===== src/hdl/gedc_map.svh =====
/*
 gedc_map.svh: register offsets, bank widths and reset values of the GPIO
 edge detect and direction block.
 assumes: included by bare name from the package and the top module.
*/
`ifndef GEDC_MAP_SVH
`define GEDC_MAP_SVH

`define GEDC_OFS_DIR0      8'h0c
`define GEDC_OFS_DIR1      8'h10
`define GEDC_OFS_RISE0     8'h30
`define GEDC_OFS_RISE1     8'h34
`define GEDC_OFS_FALL0     8'h3c
`define GEDC_OFS_FALL1     8'h40
`define GEDC_OFS_STAT0     8'h48
`define GEDC_OFS_STAT1     8'h4c
`define GEDC_OFS_DSET0     8'h54
`define GEDC_OFS_DSET1     8'h58
`define GEDC_OFS_DCLR0     8'h60
`define GEDC_OFS_DCLR1     8'h64
`define GEDC_OFS_RSET0     8'h6c
`define GEDC_OFS_RSET1     8'h70
`define GEDC_OFS_RCLR0     8'h78
`define GEDC_OFS_RCLR1     8'h7c
`define GEDC_OFS_FSET0     8'h84
`define GEDC_OFS_FSET1     8'h88
`define GEDC_OFS_FCLR0     8'h90
`define GEDC_OFS_FCLR1     8'h94
`define GEDC_ADDR_W        8
`define GEDC_BANK0_W       32
`define GEDC_BANK1_W       18
`define GEDC_RST_VAL       32'h0000_0000
`define GEDC_SYNC_STAGES   2

`endif


===== src/hdl/gedc_pkg.sv =====
/*
 gedc_pkg.sv: shared types of the GPIO edge detect and direction block.
 assumes: gedc_map.svh is on the include path.
*/
package gedc_pkg;
`include "gedc_map.svh"
   typedef logic [31:0] gedc_word_t;
   // bus slave states, gray coded along idle -> ack
   typedef enum logic [0:0] {
      GEDC_IDLE = 1'b0,
      GEDC_ACK = 1'b1
   } gedc_bus_state_t;
   // per-bank write strobes decoded from the bus
   typedef enum logic [3:0] {
      GEDC_OP_NONE = 4'h0,
      GEDC_OP_DIR = 4'h1,
      GEDC_OP_RISE = 4'h2,
      GEDC_OP_FALL = 4'h3,
      GEDC_OP_STAT = 4'h4,
      GEDC_OP_DSET = 4'h5,
      GEDC_OP_DCLR = 4'h6,
      GEDC_OP_RSET = 4'h7,
      GEDC_OP_RCLR = 4'h8,
      GEDC_OP_FSET = 4'h9,
      GEDC_OP_FCLR = 4'ha
   } gedc_op_t;
endpackage


===== src/hdl/gedc_bank_if.sv =====
/*
 gedc_bank_if.sv: carries one bank's write command and state between the
 top and a bank instance.
 assumes: one clock; the top drives the command side.
*/
`timescale 1ns/10ps
interface gedc_bank_if #(parameter int W = 32);
   import gedc_pkg::*;
   gedc_op_t op;
   logic [W-1:0] wdata;
   logic [W-1:0] pins;
   logic [W-1:0] dir;
   logic [W-1:0] rise_en;
   logic [W-1:0] fall_en;
   logic [W-1:0] status;
   modport ctrl (output op, output wdata, output pins,
                 input dir, input rise_en, input fall_en, input status);
   modport bank (input op, input wdata, input pins,
                 output dir, output rise_en, output fall_en, output status);
endinterface


===== src/hdl/gedc_top.sv =====
/*
 gedc_top.sv: classic wishbone slave for a 50 pin GPIO port in two banks,
 with edge detect enables, sticky edge status and bitwise set/clear ports.
 assumes: single clock, synchronous reset, pins asynchronous to clk_i.
*/
// Register access over Wishbone is this design's own decision.
`timescale 1ns/10ps
`include "gedc_map.svh"
module gedc_top
   import gedc_pkg::*;
#(
   parameter int B0_W = `GEDC_BANK0_W,
   parameter int B1_W = `GEDC_BANK1_W
) (
   input wire logic clk_i,               // peripheral clock, 50 MHz
   input wire logic rst_i,               // synchronous reset, high
   input wire logic wb_cyc_i,            // wishbone cycle
   input wire logic wb_stb_i,            // wishbone strobe
   input wire logic wb_we_i,             // write enable
   input wire logic [7:0] wb_adr_i,      // byte address
   input wire logic [3:0] wb_sel_i,      // byte lanes
   input wire logic [31:0] wb_dat_i,     // write data
   output logic [31:0] wb_dat_o,         // read data, registered
   output logic wb_ack_o,                // acknowledge
   input wire logic [B0_W-1:0] pin0_i,   // bank 0 pin levels
   input wire logic [B1_W-1:0] pin1_i,   // bank 1 pin levels
   output logic [B0_W-1:0] dir0_o,       // bank 0 direction, 1 output
   output logic [B1_W-1:0] dir1_o        // bank 1 direction, 1 output
);
   gedc_bus_state_t st_q, st_d;
   logic [31:0] rd_q, rd_d, wmask, wdat;
   gedc_op_t op;
   logic sel1, hit;

   gedc_bank_if #(.W(B0_W)) bi0 ();
   gedc_bank_if #(.W(B1_W)) bi1 ();

   // refuse widths that the fixed 32-bit lanes and the decode cannot serve
   if (B0_W != `GEDC_BANK0_W || B1_W > `GEDC_BANK1_W || B1_W < 1) begin : g_bad_width
      $error("bank widths not supported");
   end

   // byte lanes gate the write data; unselected lanes write as zero,
   // which for set, clear and w1c ports means no change
   always_comb begin
      for (int i = 0; i < 4; i++) begin
         wmask[i*8 +: 8] = {8{wb_sel_i[i]}};
      end
   end

   // address decode into one operation and a bank select
   always_comb begin
      op = GEDC_OP_NONE;
      sel1 = 1'b0;
      hit = 1'b1;
      case (wb_adr_i)
         `GEDC_OFS_DIR0: op = GEDC_OP_DIR;
         `GEDC_OFS_DIR1: begin op = GEDC_OP_DIR; sel1 = 1'b1; end
         `GEDC_OFS_RISE0: op = GEDC_OP_RISE;
         `GEDC_OFS_RISE1: begin op = GEDC_OP_RISE; sel1 = 1'b1; end
         `GEDC_OFS_FALL0: op = GEDC_OP_FALL;
         `GEDC_OFS_FALL1: begin op = GEDC_OP_FALL; sel1 = 1'b1; end
         `GEDC_OFS_STAT0: op = GEDC_OP_STAT;
         `GEDC_OFS_STAT1: begin op = GEDC_OP_STAT; sel1 = 1'b1; end
         `GEDC_OFS_DSET0: op = GEDC_OP_DSET;
         `GEDC_OFS_DSET1: begin op = GEDC_OP_DSET; sel1 = 1'b1; end
         `GEDC_OFS_DCLR0: op = GEDC_OP_DCLR;
         `GEDC_OFS_DCLR1: begin op = GEDC_OP_DCLR; sel1 = 1'b1; end
         `GEDC_OFS_RSET0: op = GEDC_OP_RSET;
         `GEDC_OFS_RSET1: begin op = GEDC_OP_RSET; sel1 = 1'b1; end
         `GEDC_OFS_RCLR0: op = GEDC_OP_RCLR;
         `GEDC_OFS_RCLR1: begin op = GEDC_OP_RCLR; sel1 = 1'b1; end
         `GEDC_OFS_FSET0: op = GEDC_OP_FSET;
         `GEDC_OFS_FSET1: begin op = GEDC_OP_FSET; sel1 = 1'b1; end
         `GEDC_OFS_FCLR0: op = GEDC_OP_FCLR;
         `GEDC_OFS_FCLR1: begin op = GEDC_OP_FCLR; sel1 = 1'b1; end
         default: hit = 1'b0;
      endcase
   end

   // commit a write only in the idle cycle before the ack goes out, so each write
   // strobes exactly once even though the master holds the request
   always_comb begin
      wdat = wb_dat_i & wmask;
      bi0.op = GEDC_OP_NONE;
      bi1.op = GEDC_OP_NONE;
      if (st_q == GEDC_IDLE && wb_cyc_i && wb_stb_i && wb_we_i && hit) begin
         if (sel1) begin
            bi1.op = op;
         end else begin
            bi0.op = op;
         end
      end
      bi0.wdata = wdat[B0_W-1:0];
      bi1.wdata = wdat[B1_W-1:0];
      bi0.pins = pin0_i;
      bi1.pins = pin1_i;
   end

   // read mux; write-only ports and unmapped addresses read zero
   always_comb begin
      rd_d = `GEDC_RST_VAL;
      case (wb_adr_i)
         `GEDC_OFS_DIR0: rd_d = 32'(bi0.dir);
         `GEDC_OFS_DIR1: rd_d = 32'(bi1.dir);
         `GEDC_OFS_RISE0: rd_d = 32'(bi0.rise_en);
         `GEDC_OFS_RISE1: rd_d = 32'(bi1.rise_en);
         `GEDC_OFS_FALL0: rd_d = 32'(bi0.fall_en);
         `GEDC_OFS_FALL1: rd_d = 32'(bi1.fall_en);
         `GEDC_OFS_STAT0: rd_d = 32'(bi0.status);
         `GEDC_OFS_STAT1: rd_d = 32'(bi1.status);
         default: rd_d = `GEDC_RST_VAL;
      endcase
   end

   // one-wait-state slave: ack one cycle after strobe, drop it next cycle
   always_comb begin
      st_d = GEDC_IDLE;
      case (st_q)
         GEDC_IDLE: if (wb_cyc_i && wb_stb_i) st_d = GEDC_ACK;
         GEDC_ACK: st_d = GEDC_IDLE;
         default: st_d = GEDC_IDLE;
      endcase
   end

   always_ff @(posedge clk_i) begin
      if (rst_i) begin
         st_q <= GEDC_IDLE;
         rd_q <= `GEDC_RST_VAL;
      end else begin
         st_q <= st_d;
         rd_q <= rd_d;
      end
   end

   gedc_bank #(.W(B0_W)) u_bank0 (
      .clk_i(clk_i),
      .rst_i(rst_i),
      .b(bi0)
   );

   gedc_bank #(.W(B1_W)) u_bank1 (
      .clk_i(clk_i),
      .rst_i(rst_i),
      .b(bi1)
   );

   assign wb_ack_o = (st_q == GEDC_ACK);
   assign wb_dat_o = rd_q;
   assign dir0_o = bi0.dir;
   assign dir1_o = bi1.dir;
endmodule


===== src/hdl/gedc_bank.sv =====
/*
 gedc_bank.sv: one GPIO bank: direction, edge enables, synchroniser,
 edge detector and sticky status.
 assumes: op is a one-cycle write strobe with wdata; pins are asynchronous.
*/
`timescale 1ns/10ps
module gedc_bank
   import gedc_pkg::*;
#(
   parameter int W = 32
) (
   input wire logic clk_i, // peripheral clock
   input wire logic rst_i, // synchronous reset, high
   gedc_bank_if.bank b     // command and state
);
   logic [W-1:0] dir_q, dir_d, rise_q, rise_d, fall_q, fall_d, stat_q, stat_d;
   logic [W-1:0] s1_q, s2_q, s3_q, edge_hit;

   // a bank wider than the bus word could never be written whole
   if (W < 1 || W > 32) begin : g_bad_width
      $error("bank width out of range");
   end

   // detect on synchronised samples; s3 is the previous level
   always_comb begin
      edge_hit = (rise_q & s2_q & ~s3_q)
               | (fall_q & ~s2_q & s3_q);
   end

   // write side effects; the new edge is or-ed after the clear so it wins
   always_comb begin
      dir_d = dir_q;
      rise_d = rise_q;
      fall_d = fall_q;
      stat_d = stat_q;
      case (b.op)
         GEDC_OP_DIR: dir_d = b.wdata;
         GEDC_OP_RISE: rise_d = b.wdata;
         GEDC_OP_FALL: fall_d = b.wdata;
         GEDC_OP_STAT: stat_d = stat_q & ~b.wdata;
         GEDC_OP_DSET: dir_d = dir_q | b.wdata;
         GEDC_OP_DCLR: dir_d = dir_q & ~b.wdata;
         GEDC_OP_RSET: rise_d = rise_q | b.wdata;
         GEDC_OP_RCLR: rise_d = rise_q & ~b.wdata;
         GEDC_OP_FSET: fall_d = fall_q | b.wdata;
         GEDC_OP_FCLR: fall_d = fall_q & ~b.wdata;
         default: ;
      endcase
      stat_d = stat_d | edge_hit;
   end

   // registers; first sync stage feeds only the second
   always_ff @(posedge clk_i) begin
      if (rst_i) begin
         dir_q <= '0;
         rise_q <= '0;
         fall_q <= '0;
         stat_q <= '0;
         s1_q <= '0;
         s2_q <= '0;
         s3_q <= '0;
      end else begin
         dir_q <= dir_d;
         rise_q <= rise_d;
         fall_q <= fall_d;
         stat_q <= stat_d;
         s1_q <= b.pins;
         s2_q <= s1_q;
         s3_q <= s2_q;
      end
   end

   assign b.dir = dir_q;
   assign b.rise_en = rise_q;
   assign b.fall_en = fall_q;
   assign b.status = stat_q;
endmodule


===== config.mk =====
export PLATFORM = sky130hd
export DESIGN_NAME = gedc_top
export DESIGN_NICKNAME = d
export VERILOG_FILES = /design/src/hdl/gedc_pkg.sv /design/src/hdl/gedc_bank_if.sv /design/src/hdl/gedc_top.sv /design/src/hdl/gedc_bank.sv
export VERILOG_INCLUDE_DIRS = /design/src /design/src/hdl
export SDC_FILE = /design/constraint.sdc
export NUM_CORES = 1
export LEC_CHECK = 0
export BUFFER_PORTS_ARGS = -buffer_cell sky130_fd_sc_hd__buf_4
export CAP_MARGIN = 20
export CELL_PAD_IN_SITES_DETAIL_PLACEMENT = 1
export CELL_PAD_IN_SITES_GLOBAL_PLACEMENT = 1
export CORE_MARGIN = 2
export CORE_UTILIZATION = 45
export CTS_CLUSTER_DIAMETER = 80
export CTS_CLUSTER_SIZE = 28
export DETAILED_ROUTE_END_ITERATION = 12
export PLACE_DENSITY_LB_ADDON = 0.2
export SLEW_MARGIN = 10
export SYNTH_ARGS = -nofsm -noshare
export SYNTH_HDL_FRONTEND = slang
export SYNTH_SLANG_ARGS = --single-unit

===== constraint.sdc =====
create_clock -name clk_i -period 4.1 [get_ports clk_i]
set_input_delay 0.615 -clock clk_i [delete_from_list [all_inputs] [get_ports clk_i]]
set_output_delay 0.615 -clock clk_i [all_outputs]
set_load 0.005 [all_outputs]

==> results.toml <==
[power_and_ir_drop]
vdd_drop_max_mv = 0.2930
p_int_mw = 4.853
switching_share = 0.2446
pwr-share-clk = 0.346
power.net_switching_mw = 1.572
power_frac_seq = 0.592
p_leak_nw = 5.838
pwr-share-comb = 0.062
power.density_nw_per_um2 = 353.9

[clock_network]
cts_hold_buf = 0
clock_sinks = 383
cts_tree = "built"
numCtsBuffers = 19
clock-root-buffer = "clkbuf_16"
max-clock-path-buffers = 3
htreeDepth = 1
post_cts_buffers = 0
cts.clk_slew.worst_paths_ns = 0.11
postCtsResizedCells = 0
clock_latency_ns = 0.55

[critical_path]
crit_type = "input port to flip-flop"
arrival_ns = 3.51
path_max_fanout = 25
critPathLaunchType = "input port"
crit_path_end_kind = "flip-flop"
worstPathRequired_ns = 4.52

[synth]
synth_common_cells = "dfxtp_1 (383), nor2b_1 (153), nand2_1 (147)"
syn_inst = 1706
yosysSeqAreaShare = 0.4821
syn_avg_cell_area_sq_um = 9.322
syn_nets = 1805
synth.distinct_cells = 69
yosysMostFrequentCell = "dfxtp_1"
netlist.area_leader.share = 0.4821
syn-cell-area_sq_um = 15900
synth-seq-cells = 383
async_flop_share = 0
ys_top_cells_by_area = "dfxtp_1 (48%), nor2b_1 (6.0%), nand3b_1 (4.8%)"
ys.flop_type = "dfxtp_1"
yosys.area.top_type = "dfxtp_1"
yosysWarnings = 0
synth-edff-count = 0

[floorplan]
die_area_sq_um = 36860
row_count = 68
initial_core_util = 0.4581
core_sq_um = 34710
die_width_um = 192.0
ioPinCount = 182
die_h_um = 192.0

[finish]
multi_input_area_sq_um = 7478
ff_latch_area_sq_um = 7667
syn_to_final_growth_pct = 14.16
final_area_sq_um = 18150
final-instance-count-excl-fill = 2257
drive_gt1_frac = 0.1693
antenna_cells = 0
fin_nets = 1893
final.fill_count = 3939

[timing]
setup_viol = 0
slew_headroom = 0.3186
fmax_ghz = 0.3234
rsz0062_at_grt = "false"
drv_slew = 0
hold_violations = 0
worst_slack_ns = 1.008
fin_setup_tns_ns = 0
fin_worst_skew_ns = 0.03873
final.min_clock_period_ns = 3.092
worst_pin_slew_ns = 1.018
post-route-period-util = 0.7542

[routing]
drcViolationCount = 0
vias = 14600
drtIter0Drc = 1386
dr.pass1.iters = 8
via_per_inst = 6.467
totalWireLength_mm = 54.52
wire_per_inst_um = 24.16
ant_nets = 0

[placement]
place_congestion = 0.8428
dp_hpwl_mm = 34.63
port_buffers = 181
dp_cells = 2228
dp_worst_setup_slack_ns = 0.5013
placed_cell_area_sq_um = 17560

[grt]
overflow = 0
grt_start_max_net_pins = 149
antenna_found_initial = 0
first_global_vias = 14460
grt_first_pass_wirelength_mm = 83.43
grt_usage = 0.2882

[min_path]
hold_path.class = "input port to flip-flop"

[run]
drv_cap = 0

[outcome]
outcome = "completed"
power by group through the flow:
| stage | combinational (mW) | sequential (mW) | clock [mW] |
|---|---|---|---|
| global route | 0.430 | 3.81 | 2.39 |
| floorplan | 0.239 | 3.88 | 0 |
| finish | 0.399 | 3.81 | 2.22 |
| global placement | 0.388 | 3.89 | 0 |
| detailed placement | 0.394 | 3.89 | 0 |
| CTS | 0.396 | 3.81 | 2.26 |
critical path, cell delays in order:
cell and delay [ns]:
buf_4 0.26, nand2b_1 0.31, nor4_1 0.10, nor4_1 0.54, nand2_2 0.28, nor4_4 0.34, buf_4 0.47, a31oi_1 0.16
a2111oi_1 0.41
kinds of logic after synthesis:
family | count (synthesis) | share of synthesized area
multiplexers | 3 | 0.001967
AO/OA/AOI/OAI | 522 | 0.2429
buffers and inverters | 192 | 0.05311
AND/OR/NAND/NOR | 604 | 0.2188
flip-flops | 383 | 0.4821
XOR/XNOR | 2 | 0.001102
state kept, by name, indices dropped and copies added, names as in the netlist:
name               count
wb_dat_o              32
wb_ack_o               1
u_bank1.b.rise_en     18
u_bank1.b.fall_en     18
u_bank1.b.dir         18
u_bank0.b.rise_en     32
u_bank0.s3_q          32
u_bank1.s1_q          18
u_bank1.s3_q          18
u_bank0.s2_q          32
u_bank1.b.status      18
u_bank0.s1_q          32
u_bank0.b.fall_en     32
u_bank1.s2_q          18
u_bank0.b.status      32
u_bank0.b.dir         32
layout by cell type, fill, tap and decap left out, types with 3 or more instances in the layout:
cell / instances
nor3_1: 22
nand4_1: 15
nand4b_1: 14
a21oi_1: 85
a22oi_1: 37
nand2b_1: 9
nor3_2: 4
o32ai_1: 19
nor2b_1: 153
nor3_4: 3
o21ai_0: 70
nor4_1: 4
a2111oi_1: 19
a211oi_1: 20
nand3b_1: 102
nor2_4: 3
a311oi_1: 50
a32oi_1: 18
or3_1: 5
o311ai_0: 15
and2_1: 22
inv_1: 35
a31oi_1: 96
nand2_1: 147
clkbuf_16: 19
a222oi_1: 50
a2111oi_2: 10
nor2_1: 42
a21oi_2: 9
dfxtp_1: 383
nand3_1: 37
buf_4: 221
worst paths after layout:
path | startpoint | to | slack (ns) | cells after the start
worst min register to register | u_bank0.s1_q[6]$_SDFF_PP0_ | u_bank0.s2_q[6]$_SDFF_PP0_ | 0.45 | 1
worst max register to register | wb_ack_o$_SDFF_PP0_ | u_bank0.b.dir[24]$_SDFFE_PP0P_ | 1.48 | 7
worst max-delay path | wb_adr_i[2] | u_bank0.b.dir[24]$_SDFFE_PP0P_ | 1.01 | 9
worst min-delay path | pin1_i[10] | u_bank1.s1_q[10]$_SDFF_PP0_ | 0.27 | 2
per-stage QoR:
stage | hold WS (ns) | power, mW | util
2_1_floorplan | 0.4138 | 4.117 | -
3_3_place_gp | 0.4158 | 4.276 | 0.5059
3_5_place_dp | 0.4233 | 4.285 | 0.5059
4_1_cts | 0.2537 | 6.459 | 0.5230
5_1_grt | 0.2559 | 6.634 | 0.5230
6_report | 0.2687 | 6.425 | 0.5230
per-layer routing:
layer | vias to the layer above | share of wire | track usage
met5 | - | 0 | 0
met4 | 0 | 0.039 | 0.1083
met3 | 147 | 0.076 | 0.04312
met2 | 647 | 0.47 | 0.4781
met1 | 7245 | 0.42 | 0.3797
li1 | 6556 | - | -
cell type report:
| cell class | instances | area share |
|---|---|---|
| inverters | 35 | 0.007236 |
| well taps | 455 | 0.03136 |
| clock buffers | 22 | 0.02791 |
| flip-flops and latches | 383 | 0.4223 |
| multi-input cells | 1131 | 0.4119 |
| repair buffers | 224 | 0.09442 |
| clock inverters | 7 | 0.004824 |
No activity file was read; power rests on OpenSTA's default activity.
